[src/core/rhm_pkg.sv]
// rhm_pkg: shared types and constants of the run/halt mode controller
package rhm_pkg;

	// system clock rate and time base
	localparam int CLK_HZ = 50_000_000;
	localparam int MS_PER_S = 1000;
	// cycles in one millisecond, default of the top-level parameter
	localparam int CYC_PER_MS = CLK_HZ / MS_PER_S;

	// width of every millisecond counter
	localparam int MS_W = 12;

	// press windows in operation, milliseconds
	localparam logic [MS_W-1:0] HALF_MS = 12'h1f4;
	localparam logic [MS_W-1:0] LONG_MS = 12'hbb8;
	// press counter stops one past the long window
	localparam logic [MS_W-1:0] LONG_SAT = LONG_MS + 12'h001;

	// time each start-up pattern is shown, milliseconds
	localparam logic [MS_W-1:0] STEP_MS = 12'h7d0;
	localparam logic [MS_W-1:0] STEP_LAST = STEP_MS - 12'h001;

	// blink rates of the start-up patterns
	localparam int BLINK1_HZ = 1;
	localparam int BLINK2_HZ = 2;
	localparam int BLINK4_HZ = 4;
	// last count of each half period, milliseconds
	localparam logic [MS_W-1:0] BLINK1_LAST = MS_W'(MS_PER_S / (2 * BLINK1_HZ) - 1);
	localparam logic [MS_W-1:0] BLINK2_LAST = MS_W'(MS_PER_S / (2 * BLINK2_HZ) - 1);
	localparam logic [MS_W-1:0] BLINK4_LAST = MS_W'(MS_PER_S / (2 * BLINK4_HZ) - 1);

	// controller states
	typedef enum logic [2:0] {
		ST_INIT,
		ST_STARTUP,
		ST_BOOT,
		ST_RUN,
		ST_HALT,
		ST_STOP
	} rhm_state_t;

	// start-up led patterns in display order
	typedef enum logic [2:0] {
		PAT_ORANGE,
		PAT_GREEN1,
		PAT_RED4,
		PAT_RED2,
		PAT_REDGREEN
	} rhm_pat_t;

	// operating mode shown to the cpu
	typedef struct packed {
		logic run;
		logic halt;
		logic stop;
		logic boot;
	} rhm_mode_t;

	// one-cycle action requests
	typedef struct packed {
		logic cold_start;
		logic erase_media;
		logic erase_flash_backup;
		logic rtc_load;
		logic skip_card_copy;
		logic reload_prog;
	} rhm_action_t;

	// front led pair
	typedef struct packed {
		logic red;
		logic green;
	} rhm_led_t;

	// real-time clock preset value
	typedef struct packed {
		logic [11:0] year;
		logic [3:0] month;
		logic [4:0] day;
		logic [4:0] hour;
		logic [5:0] minute;
		logic [5:0] second;
	} rhm_rtc_t;

	// midnight, first of january 1990
	localparam rhm_rtc_t RTC_PRESET = '{
		year: 12'h7c6,
		month: 4'h1,
		day: 5'h01,
		hour: 5'h00,
		minute: 6'h00,
		second: 6'h00
	};

endpackage

[src/core/rhm_mode_ctrl.sv]
// rhm_mode_ctrl: run/halt button, run/stop switch and start-up selection
//
// What this block does
// - Release at start-up runs pattern's action
// - Release on green 1 Hz: boot wait
// - Release on red 4 Hz: erase, keep backup
// - That erase loads clock with 1990-01-01 midnight
// - Release on red 2 Hz: stop mode
// - Release on red/green: erase all, backup too
// - Full erase skips card-to-flash copy
// - Press 0.5 to 3 s toggles run/halt
// - Press over 3 s reloads saved program
// - Switch to stop: run becomes stop
// - Switch to run: cold start
// - Switch ignored unless enabled by configuration
`timescale 1ns/1ps
module rhm_mode_ctrl #(
	parameter int CYC_PER_MS = rhm_pkg::CYC_PER_MS
) (
	input wire logic mclk,
	input wire logic sys_rst,
	input wire logic clk_en,
	input wire logic button_pressed,
	input wire logic switch_run,
	input wire logic switch_enable,
	output rhm_pkg::rhm_mode_t mode_o,
	output rhm_pkg::rhm_led_t led_o,
	output rhm_pkg::rhm_action_t action_o,
	output rhm_pkg::rhm_rtc_t rtc_o
);

	////////////////////////////////////////////////////////////////////////
	// helpers

	// pattern that follows a given one, wrapping to the first
	function automatic rhm_pkg::rhm_pat_t next_pat(input rhm_pkg::rhm_pat_t p);
		case (p)
			rhm_pkg::PAT_ORANGE: next_pat = rhm_pkg::PAT_GREEN1;
			rhm_pkg::PAT_GREEN1: next_pat = rhm_pkg::PAT_RED4;
			rhm_pkg::PAT_RED4: next_pat = rhm_pkg::PAT_RED2;
			rhm_pkg::PAT_RED2: next_pat = rhm_pkg::PAT_REDGREEN;
			default: next_pat = rhm_pkg::PAT_ORANGE;
		endcase
	endfunction

	// last millisecond of a blink half period for a pattern
	function automatic logic [rhm_pkg::MS_W-1:0] blink_last(input rhm_pkg::rhm_pat_t p);
		case (p)
			rhm_pkg::PAT_GREEN1: blink_last = rhm_pkg::BLINK1_LAST;
			rhm_pkg::PAT_RED4: blink_last = rhm_pkg::BLINK4_LAST;
			default: blink_last = rhm_pkg::BLINK2_LAST;
		endcase
	endfunction

	////////////////////////////////////////////////////////////////////////
	// state and wires

	localparam logic [rhm_pkg::MS_W-1:0] MS_ONE = 12'h001;

	// controller state
	rhm_pkg::rhm_state_t state_reg;
	rhm_pkg::rhm_state_t state_next;
	// start-up pattern on show
	rhm_pkg::rhm_pat_t pat_reg;
	rhm_pkg::rhm_pat_t pat_next;
	// action pulses
	rhm_pkg::rhm_action_t action_reg;
	rhm_pkg::rhm_action_t action_next;
	// led drive
	rhm_pkg::rhm_led_t led_reg;
	rhm_pkg::rhm_led_t led_next;
	// clock preset output
	rhm_pkg::rhm_rtc_t rtc_reg;
	// previous input levels for edge detection
	logic btn_prev_reg;
	logic sw_prev_reg;
	// press length in milliseconds, saturating
	logic [rhm_pkg::MS_W-1:0] press_ms_reg;
	logic [rhm_pkg::MS_W-1:0] press_ms_next;
	// time on the current pattern
	logic [rhm_pkg::MS_W-1:0] step_ms_reg;
	logic [rhm_pkg::MS_W-1:0] step_ms_next;
	// time in the current blink half period
	logic [rhm_pkg::MS_W-1:0] blink_ms_reg;
	logic [rhm_pkg::MS_W-1:0] blink_ms_next;
	// blink phase, high shows the lit half
	logic blink_ph_reg;
	logic blink_ph_next;
	// millisecond tick
	logic ms_tick;

	// decoded events
	logic release_evt;
	logic sw_rise;
	logic sw_fall;
	logic in_op;
	logic in_start;
	logic press_toggle;
	logic press_reload;
	logic step_done;
	logic blink_done;
	logic pat_change;

	// millisecond time base
	rhm_ms_tick #(
		.CYC_PER_MS(CYC_PER_MS)
	) u_tick (
		.mclk(mclk),
		.sys_rst(sys_rst),
		.clk_en(clk_en),
		.ms_tick(ms_tick)
	);

	// button let go on this enabled edge
	assign release_evt = clk_en & btn_prev_reg & ~button_pressed;
	assign sw_rise = clk_en & switch_enable & ~sw_prev_reg & switch_run;
	assign sw_fall = clk_en & switch_enable & sw_prev_reg & ~switch_run;
	assign in_op = (state_reg == rhm_pkg::ST_RUN) || (state_reg == rhm_pkg::ST_HALT)
		|| (state_reg == rhm_pkg::ST_STOP);
	assign in_start = (state_reg == rhm_pkg::ST_STARTUP);
	assign press_toggle = (press_ms_reg > rhm_pkg::HALF_MS) && (press_ms_reg < rhm_pkg::LONG_MS);
	assign press_reload = (press_ms_reg > rhm_pkg::LONG_MS);
	assign step_done = in_start & ms_tick & (step_ms_reg == rhm_pkg::STEP_LAST);
	assign blink_done = in_start & ms_tick & (blink_ms_reg == blink_last(pat_reg));
	assign pat_change = (pat_next != pat_reg);

	////////////////////////////////////////////////////////////////////////
	// counters

	// press length counts only while held in operation
	assign press_ms_next = (!in_op || !button_pressed) ? '0 :
		(ms_tick && press_ms_reg != rhm_pkg::LONG_SAT) ? press_ms_reg + MS_ONE : press_ms_reg;
	assign step_ms_next = (!in_start || step_done) ? '0 :
		ms_tick ? step_ms_reg + MS_ONE : step_ms_reg;
	// each new pattern starts at the lit half of its blink
	assign blink_ms_next = (!in_start || pat_change || blink_done) ? '0 :
		ms_tick ? blink_ms_reg + MS_ONE : blink_ms_reg;
	assign blink_ph_next = (!in_start || pat_change) ? 1'b1 :
		blink_done ? ~blink_ph_reg : blink_ph_reg;

	////////////////////////////////////////////////////////////////////////
	// next state and actions

	always_comb begin
		state_next = state_reg;
		pat_next = pat_reg;
		action_next = '0;
		case (state_reg)
			// button level at power-up selects the start-up path
			rhm_pkg::ST_INIT: begin
				pat_next = rhm_pkg::PAT_ORANGE;
				state_next = button_pressed ? rhm_pkg::ST_STARTUP : rhm_pkg::ST_RUN;
			end
			rhm_pkg::ST_STARTUP: begin
				if (release_evt) begin
					case (pat_reg)
						rhm_pkg::PAT_GREEN1: state_next = rhm_pkg::ST_BOOT;
						rhm_pkg::PAT_RED4: begin
							state_next = rhm_pkg::ST_RUN;
							action_next.erase_media = 1'b1;
							action_next.rtc_load = 1'b1;
						end
						rhm_pkg::PAT_RED2: state_next = rhm_pkg::ST_STOP;
						rhm_pkg::PAT_REDGREEN: begin
							state_next = rhm_pkg::ST_RUN;
							action_next.erase_media = 1'b1;
							action_next.erase_flash_backup = 1'b1;
							action_next.skip_card_copy = 1'b1;
						end
						default: state_next = rhm_pkg::ST_RUN;
					endcase
				end else if (step_done) begin
					pat_next = next_pat(pat_reg);
				end
			end
			// firmware download wait, left only by reset
			rhm_pkg::ST_BOOT: state_next = rhm_pkg::ST_BOOT;
			rhm_pkg::ST_RUN, rhm_pkg::ST_HALT, rhm_pkg::ST_STOP: begin
				if (sw_fall && state_reg == rhm_pkg::ST_RUN) begin
					state_next = rhm_pkg::ST_STOP;
				end else if (sw_rise) begin
					state_next = rhm_pkg::ST_RUN;
					action_next.cold_start = 1'b1;
				end else if (release_evt && press_toggle) begin
					state_next = (state_reg == rhm_pkg::ST_RUN) ? rhm_pkg::ST_HALT
						: rhm_pkg::ST_RUN;
				end else if (release_evt && press_reload) begin
					action_next.reload_prog = 1'b1;
				end
			end
			default: state_next = rhm_pkg::ST_INIT;
		endcase
	end

	////////////////////////////////////////////////////////////////////////
	// led decode

	always_comb begin
		led_next = '0;
		case (state_next)
			rhm_pkg::ST_STARTUP: begin
				case (pat_next)
					rhm_pkg::PAT_GREEN1: led_next = '{red: 1'b0, green: blink_ph_next};
					rhm_pkg::PAT_RED4: led_next = '{red: blink_ph_next, green: 1'b0};
					rhm_pkg::PAT_RED2: led_next = '{red: blink_ph_next, green: 1'b0};
					rhm_pkg::PAT_REDGREEN: led_next = '{red: blink_ph_next, green: ~blink_ph_next};
					// orange is both lit
					default: led_next = '{red: 1'b1, green: 1'b1};
				endcase
			end
			rhm_pkg::ST_RUN: led_next = '{red: 1'b0, green: 1'b1};
			rhm_pkg::ST_HALT: led_next = '{red: 1'b1, green: 1'b1};
			rhm_pkg::ST_STOP: led_next = '{red: 1'b1, green: 1'b0};
			default: led_next = '0;
		endcase
	end

	////////////////////////////////////////////////////////////////////////
	// registers, frozen while clock enable is low

	always_ff @(posedge mclk) begin
		if (sys_rst) begin
			state_reg <= rhm_pkg::ST_INIT;
			pat_reg <= rhm_pkg::PAT_ORANGE;
			action_reg <= '0;
			led_reg <= '0;
			btn_prev_reg <= 1'b0;
			sw_prev_reg <= 1'b0;
			press_ms_reg <= '0;
			step_ms_reg <= '0;
			blink_ms_reg <= '0;
			blink_ph_reg <= 1'b1;
		end else if (clk_en) begin
			state_reg <= state_next;
			pat_reg <= pat_next;
			action_reg <= action_next;
			led_reg <= led_next;
			btn_prev_reg <= button_pressed;
			sw_prev_reg <= switch_run;
			press_ms_reg <= press_ms_next;
			step_ms_reg <= step_ms_next;
			blink_ms_reg <= blink_ms_next;
			blink_ph_reg <= blink_ph_next;
		end
	end

	// clock preset, loaded with its pulse
	always_ff @(posedge mclk) begin
		if (sys_rst) begin
			rtc_reg <= '0;
		end else if (clk_en && action_next.rtc_load) begin
			rtc_reg <= rhm_pkg::RTC_PRESET;
		end
	end

	// outputs
	assign mode_o = '{
		run: (state_reg == rhm_pkg::ST_RUN),
		halt: (state_reg == rhm_pkg::ST_HALT),
		stop: (state_reg == rhm_pkg::ST_STOP),
		boot: (state_reg == rhm_pkg::ST_BOOT)
	};
	assign led_o = led_reg;
	assign action_o = action_reg;
	assign rtc_o = rtc_reg;

	////////////////////////////////////////////////////////////////////////
	// checks

	property p_startup_leaves;
		@(posedge mclk) disable iff (sys_rst)
		(in_start && release_evt) |=> (state_reg != rhm_pkg::ST_STARTUP);
	endproperty
	a_startup_leaves: assert property (p_startup_leaves) else $error("start-up release ignored");

	property p_boot;
		@(posedge mclk) disable iff (sys_rst)
		(in_start && release_evt && pat_reg == rhm_pkg::PAT_GREEN1) |=> mode_o.boot ##1 mode_o.boot;
	endproperty
	a_boot: assert property (p_boot) else $error("green release did not boot");

	property p_part_erase;
		@(posedge mclk) disable iff (sys_rst)
		(in_start && release_evt && pat_reg == rhm_pkg::PAT_RED4)
			|=> (action_o.erase_media && !action_o.erase_flash_backup && mode_o.run);
	endproperty
	a_part_erase: assert property (p_part_erase) else $error("partial erase wrong");

	property p_rtc_preset;
		@(posedge mclk) disable iff (sys_rst)
		(in_start && release_evt && pat_reg == rhm_pkg::PAT_RED4)
			|=> (action_o.rtc_load && rtc_o == rhm_pkg::RTC_PRESET);
	endproperty
	a_rtc_preset: assert property (p_rtc_preset) else $error("clock preset not loaded");

	property p_stop_start;
		@(posedge mclk) disable iff (sys_rst)
		(in_start && release_evt && pat_reg == rhm_pkg::PAT_RED2)
			|=> (mode_o.stop && !mode_o.run && action_o == '0);
	endproperty
	a_stop_start: assert property (p_stop_start) else $error("slow red did not stop");

	property p_full_erase;
		@(posedge mclk) disable iff (sys_rst)
		(in_start && release_evt && pat_reg == rhm_pkg::PAT_REDGREEN)
			|=> (action_o.erase_media && action_o.erase_flash_backup && action_o.skip_card_copy);
	endproperty
	a_full_erase: assert property (p_full_erase) else $error("full erase wrong");

	property p_normal;
		@(posedge mclk) disable iff (sys_rst)
		(in_start && release_evt && pat_reg == rhm_pkg::PAT_ORANGE)
			|=> (mode_o.run && action_o == '0);
	endproperty
	a_normal: assert property (p_normal) else $error("orange release not normal");

	property p_toggle;
		@(posedge mclk) disable iff (sys_rst)
		(state_reg == rhm_pkg::ST_RUN && release_evt && !sw_fall && !sw_rise
			&& press_ms_reg > rhm_pkg::HALF_MS && press_ms_reg < rhm_pkg::LONG_MS)
			|=> mode_o.halt;
	endproperty
	a_toggle: assert property (p_toggle) else $error("mid press did not halt");

	property p_reload;
		@(posedge mclk) disable iff (sys_rst)
		(in_op && release_evt && !sw_fall && !sw_rise && press_ms_reg > rhm_pkg::LONG_MS)
			|=> (action_o.reload_prog && $stable(state_reg));
	endproperty
	a_reload: assert property (p_reload) else $error("long press did not reload");

	property p_short;
		@(posedge mclk) disable iff (sys_rst)
		(in_op && release_evt && !sw_fall && !sw_rise && press_ms_reg <= rhm_pkg::HALF_MS)
			|=> ($stable(state_reg) && action_o == '0);
	endproperty
	a_short: assert property (p_short) else $error("short press changed mode");

	property p_sw_stop;
		@(posedge mclk) disable iff (sys_rst)
		(state_reg == rhm_pkg::ST_RUN && clk_en && switch_enable && sw_prev_reg && !switch_run)
			|=> mode_o.stop;
	endproperty
	a_sw_stop: assert property (p_sw_stop) else $error("switch did not stop");

	property p_sw_run;
		@(posedge mclk) disable iff (sys_rst)
		(in_op && clk_en && switch_enable && !sw_prev_reg && switch_run)
			|=> (action_o.cold_start && mode_o.run);
	endproperty
	a_sw_run: assert property (p_sw_run) else $error("switch did not cold start");

	property p_sw_off;
		@(posedge mclk) disable iff (sys_rst)
		(clk_en && !switch_enable) |=> !action_o.cold_start;
	endproperty
	a_sw_off: assert property (p_sw_off) else $error("disabled switch acted");

	property p_step;
		@(posedge mclk) disable iff (sys_rst)
		(step_done && !release_evt) |=> (pat_reg != $past(pat_reg) && step_ms_reg == '0);
	endproperty
	a_step: assert property (p_step) else $error("pattern did not advance");

endmodule

[src/core/rhm_ms_tick.sv]
// rhm_ms_tick: one-millisecond tick generator
`timescale 1ns/1ps
module rhm_ms_tick #(
	parameter int CYC_PER_MS = rhm_pkg::CYC_PER_MS
) (
	input wire logic mclk,
	input wire logic sys_rst,
	input wire logic clk_en,
	output logic ms_tick
);

	// counter width, at least one bit
	localparam int CNT_W = (CYC_PER_MS > 1) ? $clog2(CYC_PER_MS) : 1;
	// last count before the tick
	localparam logic [CNT_W-1:0] CNT_LAST = CNT_W'(CYC_PER_MS - 1);

	// cycle counter inside the millisecond
	logic [CNT_W-1:0] cnt_reg;
	logic [CNT_W-1:0] cnt_next;
	// end of the millisecond
	logic wrap;

	assign wrap = (cnt_reg == CNT_LAST);
	assign cnt_next = wrap ? '0 : cnt_reg + {{(CNT_W-1){1'b0}}, 1'b1};
	// tick only on an enabled edge so it is never counted twice
	assign ms_tick = clk_en & wrap;

	// counter frozen while clock enable is low
	always_ff @(posedge mclk) begin
		if (sys_rst) begin
			cnt_reg <= '0;
		end else if (clk_en) begin
			cnt_reg <= cnt_next;
		end
	end

endmodule

[config.mk]
export PLATFORM = sky130hd
export DESIGN_NAME = rhm_mode_ctrl
export DESIGN_NICKNAME = d
export VERILOG_FILES = /design/src/core/rhm_pkg.sv /design/src/core/rhm_mode_ctrl.sv /design/src/core/rhm_ms_tick.sv
export SDC_FILE = /design/constraint.sdc
export NUM_CORES = 1
export LEC_CHECK = 0
export BUFFER_PORTS_ARGS = -buffer_cell sky130_fd_sc_hd__buf_2
export CAP_MARGIN = 10
export CORE_MARGIN = 2
export CORE_UTILIZATION = 25
export DETAILED_ROUTE_END_ITERATION = 8
export PLACE_DENSITY_LB_ADDON = 0.2
export SLEW_MARGIN = 20
export SYNTH_ARGS = -nofsm -noshare
export SYNTH_HDL_FRONTEND = slang
export SYNTH_SLANG_ARGS = --single-unit
[constraint.sdc]
create_clock -name mclk -period 4.5 [get_ports mclk]
set_input_delay 0.45 -clock mclk [delete_from_list [all_inputs] [get_ports mclk]]
set_output_delay 0.45 -clock mclk [all_outputs]
set_load 0.01 [all_outputs]
==> flow_summary.html <==
<table>
<tr><th>Metric</th><th>Value</th></tr>
<tr><th colspan="2">Die</th></tr>
<tr><td>Boundary pin count</td><td>56</td></tr>
<tr><td>Die Span Y</td><td>132.5 um</td></tr>
<tr><td>Number of core rows</td><td>46</td></tr>
<tr><td>Core outline area</td><td>16000 um^2</td></tr>
<tr><td>Die area</td><td>~18000 um^2</td></tr>
<tr><td>Die width</td><td>roughly 130 um</td></tr>
<tr><td>Starting Density</td><td>25.80%</td></tr>
<tr><th colspan="2">GRT</th></tr>
<tr><td>Total gr overflow</td><td>0</td></tr>
<tr><td>Maximum number of pins on one net before global-route repair</td><td>35</td></tr>
<tr><td>Number of antenna violations at the first check in global routing</td><td>0</td></tr>
<tr><td>Overall track demand over capacity in global routing</td><td>11.51%</td></tr>
<tr><td>Number of global-route vias before repair</td><td>~3300</td></tr>
<tr><td>Global-route wire length before repair</td><td>around 16 mm</td></tr>
<tr><th colspan="2">STA</th></tr>
<tr><td>Final worst slack</td><td>roughly 1.9 ns</td></tr>
<tr><td>Slew at the pin with the worst max-slew slack</td><td>slightly above 0.7 ns</td></tr>
<tr><td>Setup TNS Final</td><td>0 ns</td></tr>
<tr><td>RSZ-0062 raised after global routing</td><td>false</td></tr>
<tr><td>Highest attainable clock frequency</td><td>just under 0.4 GHz</td></tr>
<tr><td>Shortest period the worst path allows</td><td>~2.6 ns</td></tr>
<tr><td>Final Max Slew Viols</td><td>0</td></tr>
<tr><td>Worst-case clock skew</td><td>0.009724 ns</td></tr>
<tr><td>Period Utilization, post-route</td><td>a little under three fifths</td></tr>
<tr><td>Final hold viol count</td><td>0</td></tr>
<tr><td>Setup violators final</td><td>0</td></tr>
<tr><td>Worst relative slew slack</td><td>51.48%</td></tr>
<tr><td>Worst hold margin</td><td>0.3655 ns</td></tr>
<tr><th colspan="2">Setup path</th></tr>
<tr><td>Setup crit end kind</td><td>register</td></tr>
<tr><td>Cell with the largest stage delay on the worst path</td><td>sky130_fd_sc_hd__nor4b_1</td></tr>
<tr><td>Endpoint required time on the critical path</td><td>4.70 ns</td></tr>
<tr><td>Crit-path cells</td><td>ha_1, nor4b_4, and4_1, o21ai_1, nor4b_1, nand3_1, xor2_1, nor2_1</td></tr>
<tr><td>Category of cells accounting for the largest share of critical-path delay</td><td>simple AND/OR/NAND/NOR gates</td></tr>
<tr><td>Largest incremental delay on the critical path</td><td>0.53 ns</td></tr>
<tr><td>Highest fanout seen on the critical path</td><td>9</td></tr>
<tr><td>Type of the worst setup path</td><td>reg -&gt; reg</td></tr>
<tr><td>Sum of buffers and inverters on the critical path</td><td>0</td></tr>
<tr><td>Critical Path AT</td><td>roughly 2.8 ns</td></tr>
<tr><td>Startpoint class of the critical path</td><td>register</td></tr>
<tr><th colspan="2">Synthesis</th></tr>
<tr><td>Proportion of synthesized chip area in sequential cells</td><td>between 30% and 40%</td></tr>
<tr><td>Cell count after synthesis</td><td>~500</td></tr>
<tr><td>Number of different library cells in the post-synthesis netlist</td><td>75</td></tr>
<tr><td>Number of enable-type register cells in the synthesized netlist</td><td>0</td></tr>
<tr><td>Synthesized area</td><td>4128 um^2</td></tr>
<tr><td>Top FF cell, synth</td><td>sky130_fd_sc_hd__dfxtp_1</td></tr>
<tr><td>Portion of synthesized cell area occupied by the leading cell type</td><td>between 30% and 40%</td></tr>
<tr><td>Count of yosys warnings during synthesis</td><td>0</td></tr>
<tr><td>Number of register bits inferred by synthesis</td><td>69</td></tr>
<tr><td>Most frequent cells after synthesis</td><td>73 x sky130_fd_sc_hd__nor2_1, 69 x sky130_fd_sc_hd__dfxtp_1, 40 x sky130_fd_sc_hd__nand2_1, 38 x sky130_fd_sc_hd__buf_4, 29 x sky130_fd_sc_hd__a21oi_1</td></tr>
<tr><td>Largest cells by area after synthesis</td><td>sky130_fd_sc_hd__dfxtp_1 33%, sky130_fd_sc_hd__buf_4 6.9%, sky130_fd_sc_hd__nor2_1 6.6%</td></tr>
<tr><td>Most frequent cell after synthesis</td><td>sky130_fd_sc_hd__nor2_1</td></tr>
<tr><td>Mean Syn Cell Area</td><td>~8 um^2</td></tr>
<tr><td>Async SR Flop Fraction</td><td>0%</td></tr>
<tr><td>Cell type with the highest aggregate area in the netlist</td><td>sky130_fd_sc_hd__dfxtp_1</td></tr>
<tr><th colspan="2">Clock network</th></tr>
<tr><td>Total number of H-tree levels</td><td>3</td></tr>
<tr><td>CTS tree</td><td>done</td></tr>
<tr><td>Count of cells resized by post-cts repair</td><td>0</td></tr>
<tr><td>Hold-fix buffers at CTS</td><td>0</td></tr>
<tr><td>Clock slew seen by the registers of the worst setup and hold paths</td><td>roughly 0.060 ns</td></tr>
<tr><td>CTS Sinks</td><td>just under 70</td></tr>
<tr><td>Buffers inserted during post-CTS setup optimization</td><td>0</td></tr>
<tr><td>Number of buffers on the longest clock path</td><td>2</td></tr>
<tr><td>Clock latency on the worst-skew pair</td><td>0.34 ns</td></tr>
<tr><td>Root buf cell</td><td>sky130_fd_sc_hd__clkbuf_16</td></tr>
<tr><td>Number of buffers created by CTS</td><td>9</td></tr>
<tr><th colspan="2">Place</th></tr>
<tr><td>Final HPWL from detailed placement</td><td>approximately 7.1 mm</td></tr>
<tr><td>Worst Setup Slack post-DPL</td><td>roughly 1.6 ns</td></tr>
<tr><td>Global placer's final weighted congestion</td><td>0.8239</td></tr>
<tr><td>Port Buf Inserts</td><td>26</td></tr>
<tr><th colspan="2">Drt</th></tr>
<tr><td>Highest routed metal layer</td><td>met4</td></tr>
<tr><td>Length of routed met2 wiring</td><td>roughly 4.4 mm</td></tr>
<tr><td>Total iterations of the first detailed-routing run</td><td>4</td></tr>
<tr><td>Number of design rule violations left after detail routing</td><td>0</td></tr>
<tr><td>Post-route met1 wirelength</td><td>around 4.8 mm</td></tr>
<tr><td>Number of nets with antenna violations after routing</td><td>0</td></tr>
<tr><td>Starting DRC count in detailed routing</td><td>roughly 260</td></tr>
<tr><td>Met3 Routed Length</td><td>between 400 and 500 um</td></tr>
<tr><td>Total Wirelength</td><td>approximately 10 mm</td></tr>
<tr><td>Total via count in the routed design</td><td>between 3000 and 4000</td></tr>
<tr><td>Vias per Instance</td><td>4.693</td></tr>
<tr><td>Average wire length per cell after detail routing</td><td>13.31 um</td></tr>
<tr><th colspan="2">Finish</th></tr>
<tr><td>Max reg flops</td><td>16</td></tr>
<tr><td>Area grow syn2layout</td><td>9.730%</td></tr>
<tr><td>Layout cells sized above 1</td><td>12.14%</td></tr>
<tr><td>Number of nets in the layout</td><td>about 530</td></tr>
<tr><td>Diode insertion count for antenna repair</td><td>0</td></tr>
<tr><th colspan="2">Run</th></tr>
<tr><td>Max_cap viols</td><td>0</td></tr>
<tr><th colspan="2">Hold path</th></tr>
<tr><td>Class of the tightest hold or removal check</td><td>in -&gt; reg</td></tr>
<tr><th colspan="2">Power and ir drop</th></tr>
<tr><td>Static leakage</td><td>between 0.0015 and 0.002 uW</td></tr>
<tr><td>Ratio of total power to cell area</td><td>320.1 nW/um^2</td></tr>
<tr><td>Worst IR Drop VDD</td><td>roughly 0.00015 V</td></tr>
<tr><th colspan="2">Outcome</th></tr>
<tr><td>Result of the run</td><td>complete, no violations</td></tr>
</table>
placed cells by master (no fill, tap or decap), types with 3 or more instances in the layout:
master,Yosys,final
sky130_fd_sc_hd__or3b_2,3,3
sky130_fd_sc_hd__dfxtp_1,69,69
sky130_fd_sc_hd__buf_2,2,26
sky130_fd_sc_hd__nand3_1,20,20
sky130_fd_sc_hd__a22oi_1,4,4
sky130_fd_sc_hd__nor3b_1,6,6
sky130_fd_sc_hd__a41oi_1,3,3
sky130_fd_sc_hd__ha_1,6,6
sky130_fd_sc_hd__and2_1,3,3
sky130_fd_sc_hd__mux2i_1,10,10
sky130_fd_sc_hd__clkbuf_16,0,9
sky130_fd_sc_hd__nor4_1,6,6
sky130_fd_sc_hd__nand4_1,12,12
sky130_fd_sc_hd__and4b_1,3,3
sky130_fd_sc_hd__xnor2_1,10,10
sky130_fd_sc_hd__and4_1,4,4
sky130_fd_sc_hd__and3_1,14,14
sky130_fd_sc_hd__nand2_1,40,40
sky130_fd_sc_hd__nor3_1,14,14
sky130_fd_sc_hd__xor2_1,22,22
sky130_fd_sc_hd__or3_1,5,5
sky130_fd_sc_hd__a21oi_1,29,29
sky130_fd_sc_hd__nand3b_1,8,8
sky130_fd_sc_hd__nor2_1,73,73
sky130_fd_sc_hd__o21ai_0,14,14
sky130_fd_sc_hd__nor2b_1,7,7
sky130_fd_sc_hd__a311oi_1,3,3
sky130_fd_sc_hd__inv_1,8,8
sky130_fd_sc_hd__conb_1,1,29
stage by stage:
stage               utilization (%)  instance area [um^2]  cells  total power, uW
finish                        28.31                  4529    735             1450
global route                  28.31                  4529    735             1515
CTS                           28.31                  4529    735             1472
detailed placement            26.48                  4237    719            751.1
global placement              26.48                  4237    719            749.3
floorplan                         -                  4233    534            743.9
worst register-to-register path, delay by kind of cell (launching register included):
kind	cells	cell delay, ns
flops	1	0.37
simple gates	5	1.40
fa+ha+maj	1	0.25
compound gates	1	0.25
xor+xnor	1	0.14
metal layers:
metal | track usage, % | up-vias
met5 | 0 | -
met4 | 4.659 | 0
met3 | 3.065 | 12
met2 | 17.79 | 74
met1 | 15.23 | 1607
li1 | - | 1756
worst paths after layout:
kind	startpoint	to	slack, ns	depth (start not counted)
min	switch_run	sw_prev_reg$_SDFFE_PP0P_	0.37	3
min reg2reg	step_ms_reg[1]$_SDFFE_PP0P_	step_ms_reg[1]$_SDFFE_PP0P_	0.48	2
max reg2reg	u_tick.cnt_reg[0]$_SDFFE_PP0P_	step_ms_reg[11]$_SDFFE_PP0P_	1.95	8
max	u_tick.cnt_reg[0]$_SDFFE_PP0P_	step_ms_reg[11]$_SDFFE_PP0P_	1.95	8
cell type report:
cell class / instances / area [um^2]
multi-input combinational: 399 / 2421
timing repair buffer: 26 / 130.1
tap: 216 / 270.3
sequential: 69 / 1381
inverter: 9 / 33.78
fill: 1769 / 11470
clock inverter: 6 / 63.81
clock buffer: 10 / 229.0
cell families after synthesis:
group | synth area share [%]
other | 0.09085
and+or+nand+nor | 31.13
xor gates and xnor gates | 6.790
DFF | 33.46
AOI/OAI and AO/OA | 13.85
buffers and inverters | 10.43
adders and majority gates | 1.819
muxes | 2.425
power breakdown:
part	total (uW)	internal [uW]	leakage, uW	switching [uW]
clock network	713	428	0.000138	285
registers	630	619	0.000558	11.1
logic	107	31.8	0.000948	75.2
total	1450	1080	0.00164	371
No activity file was read; power rests on OpenSTA's default activity.
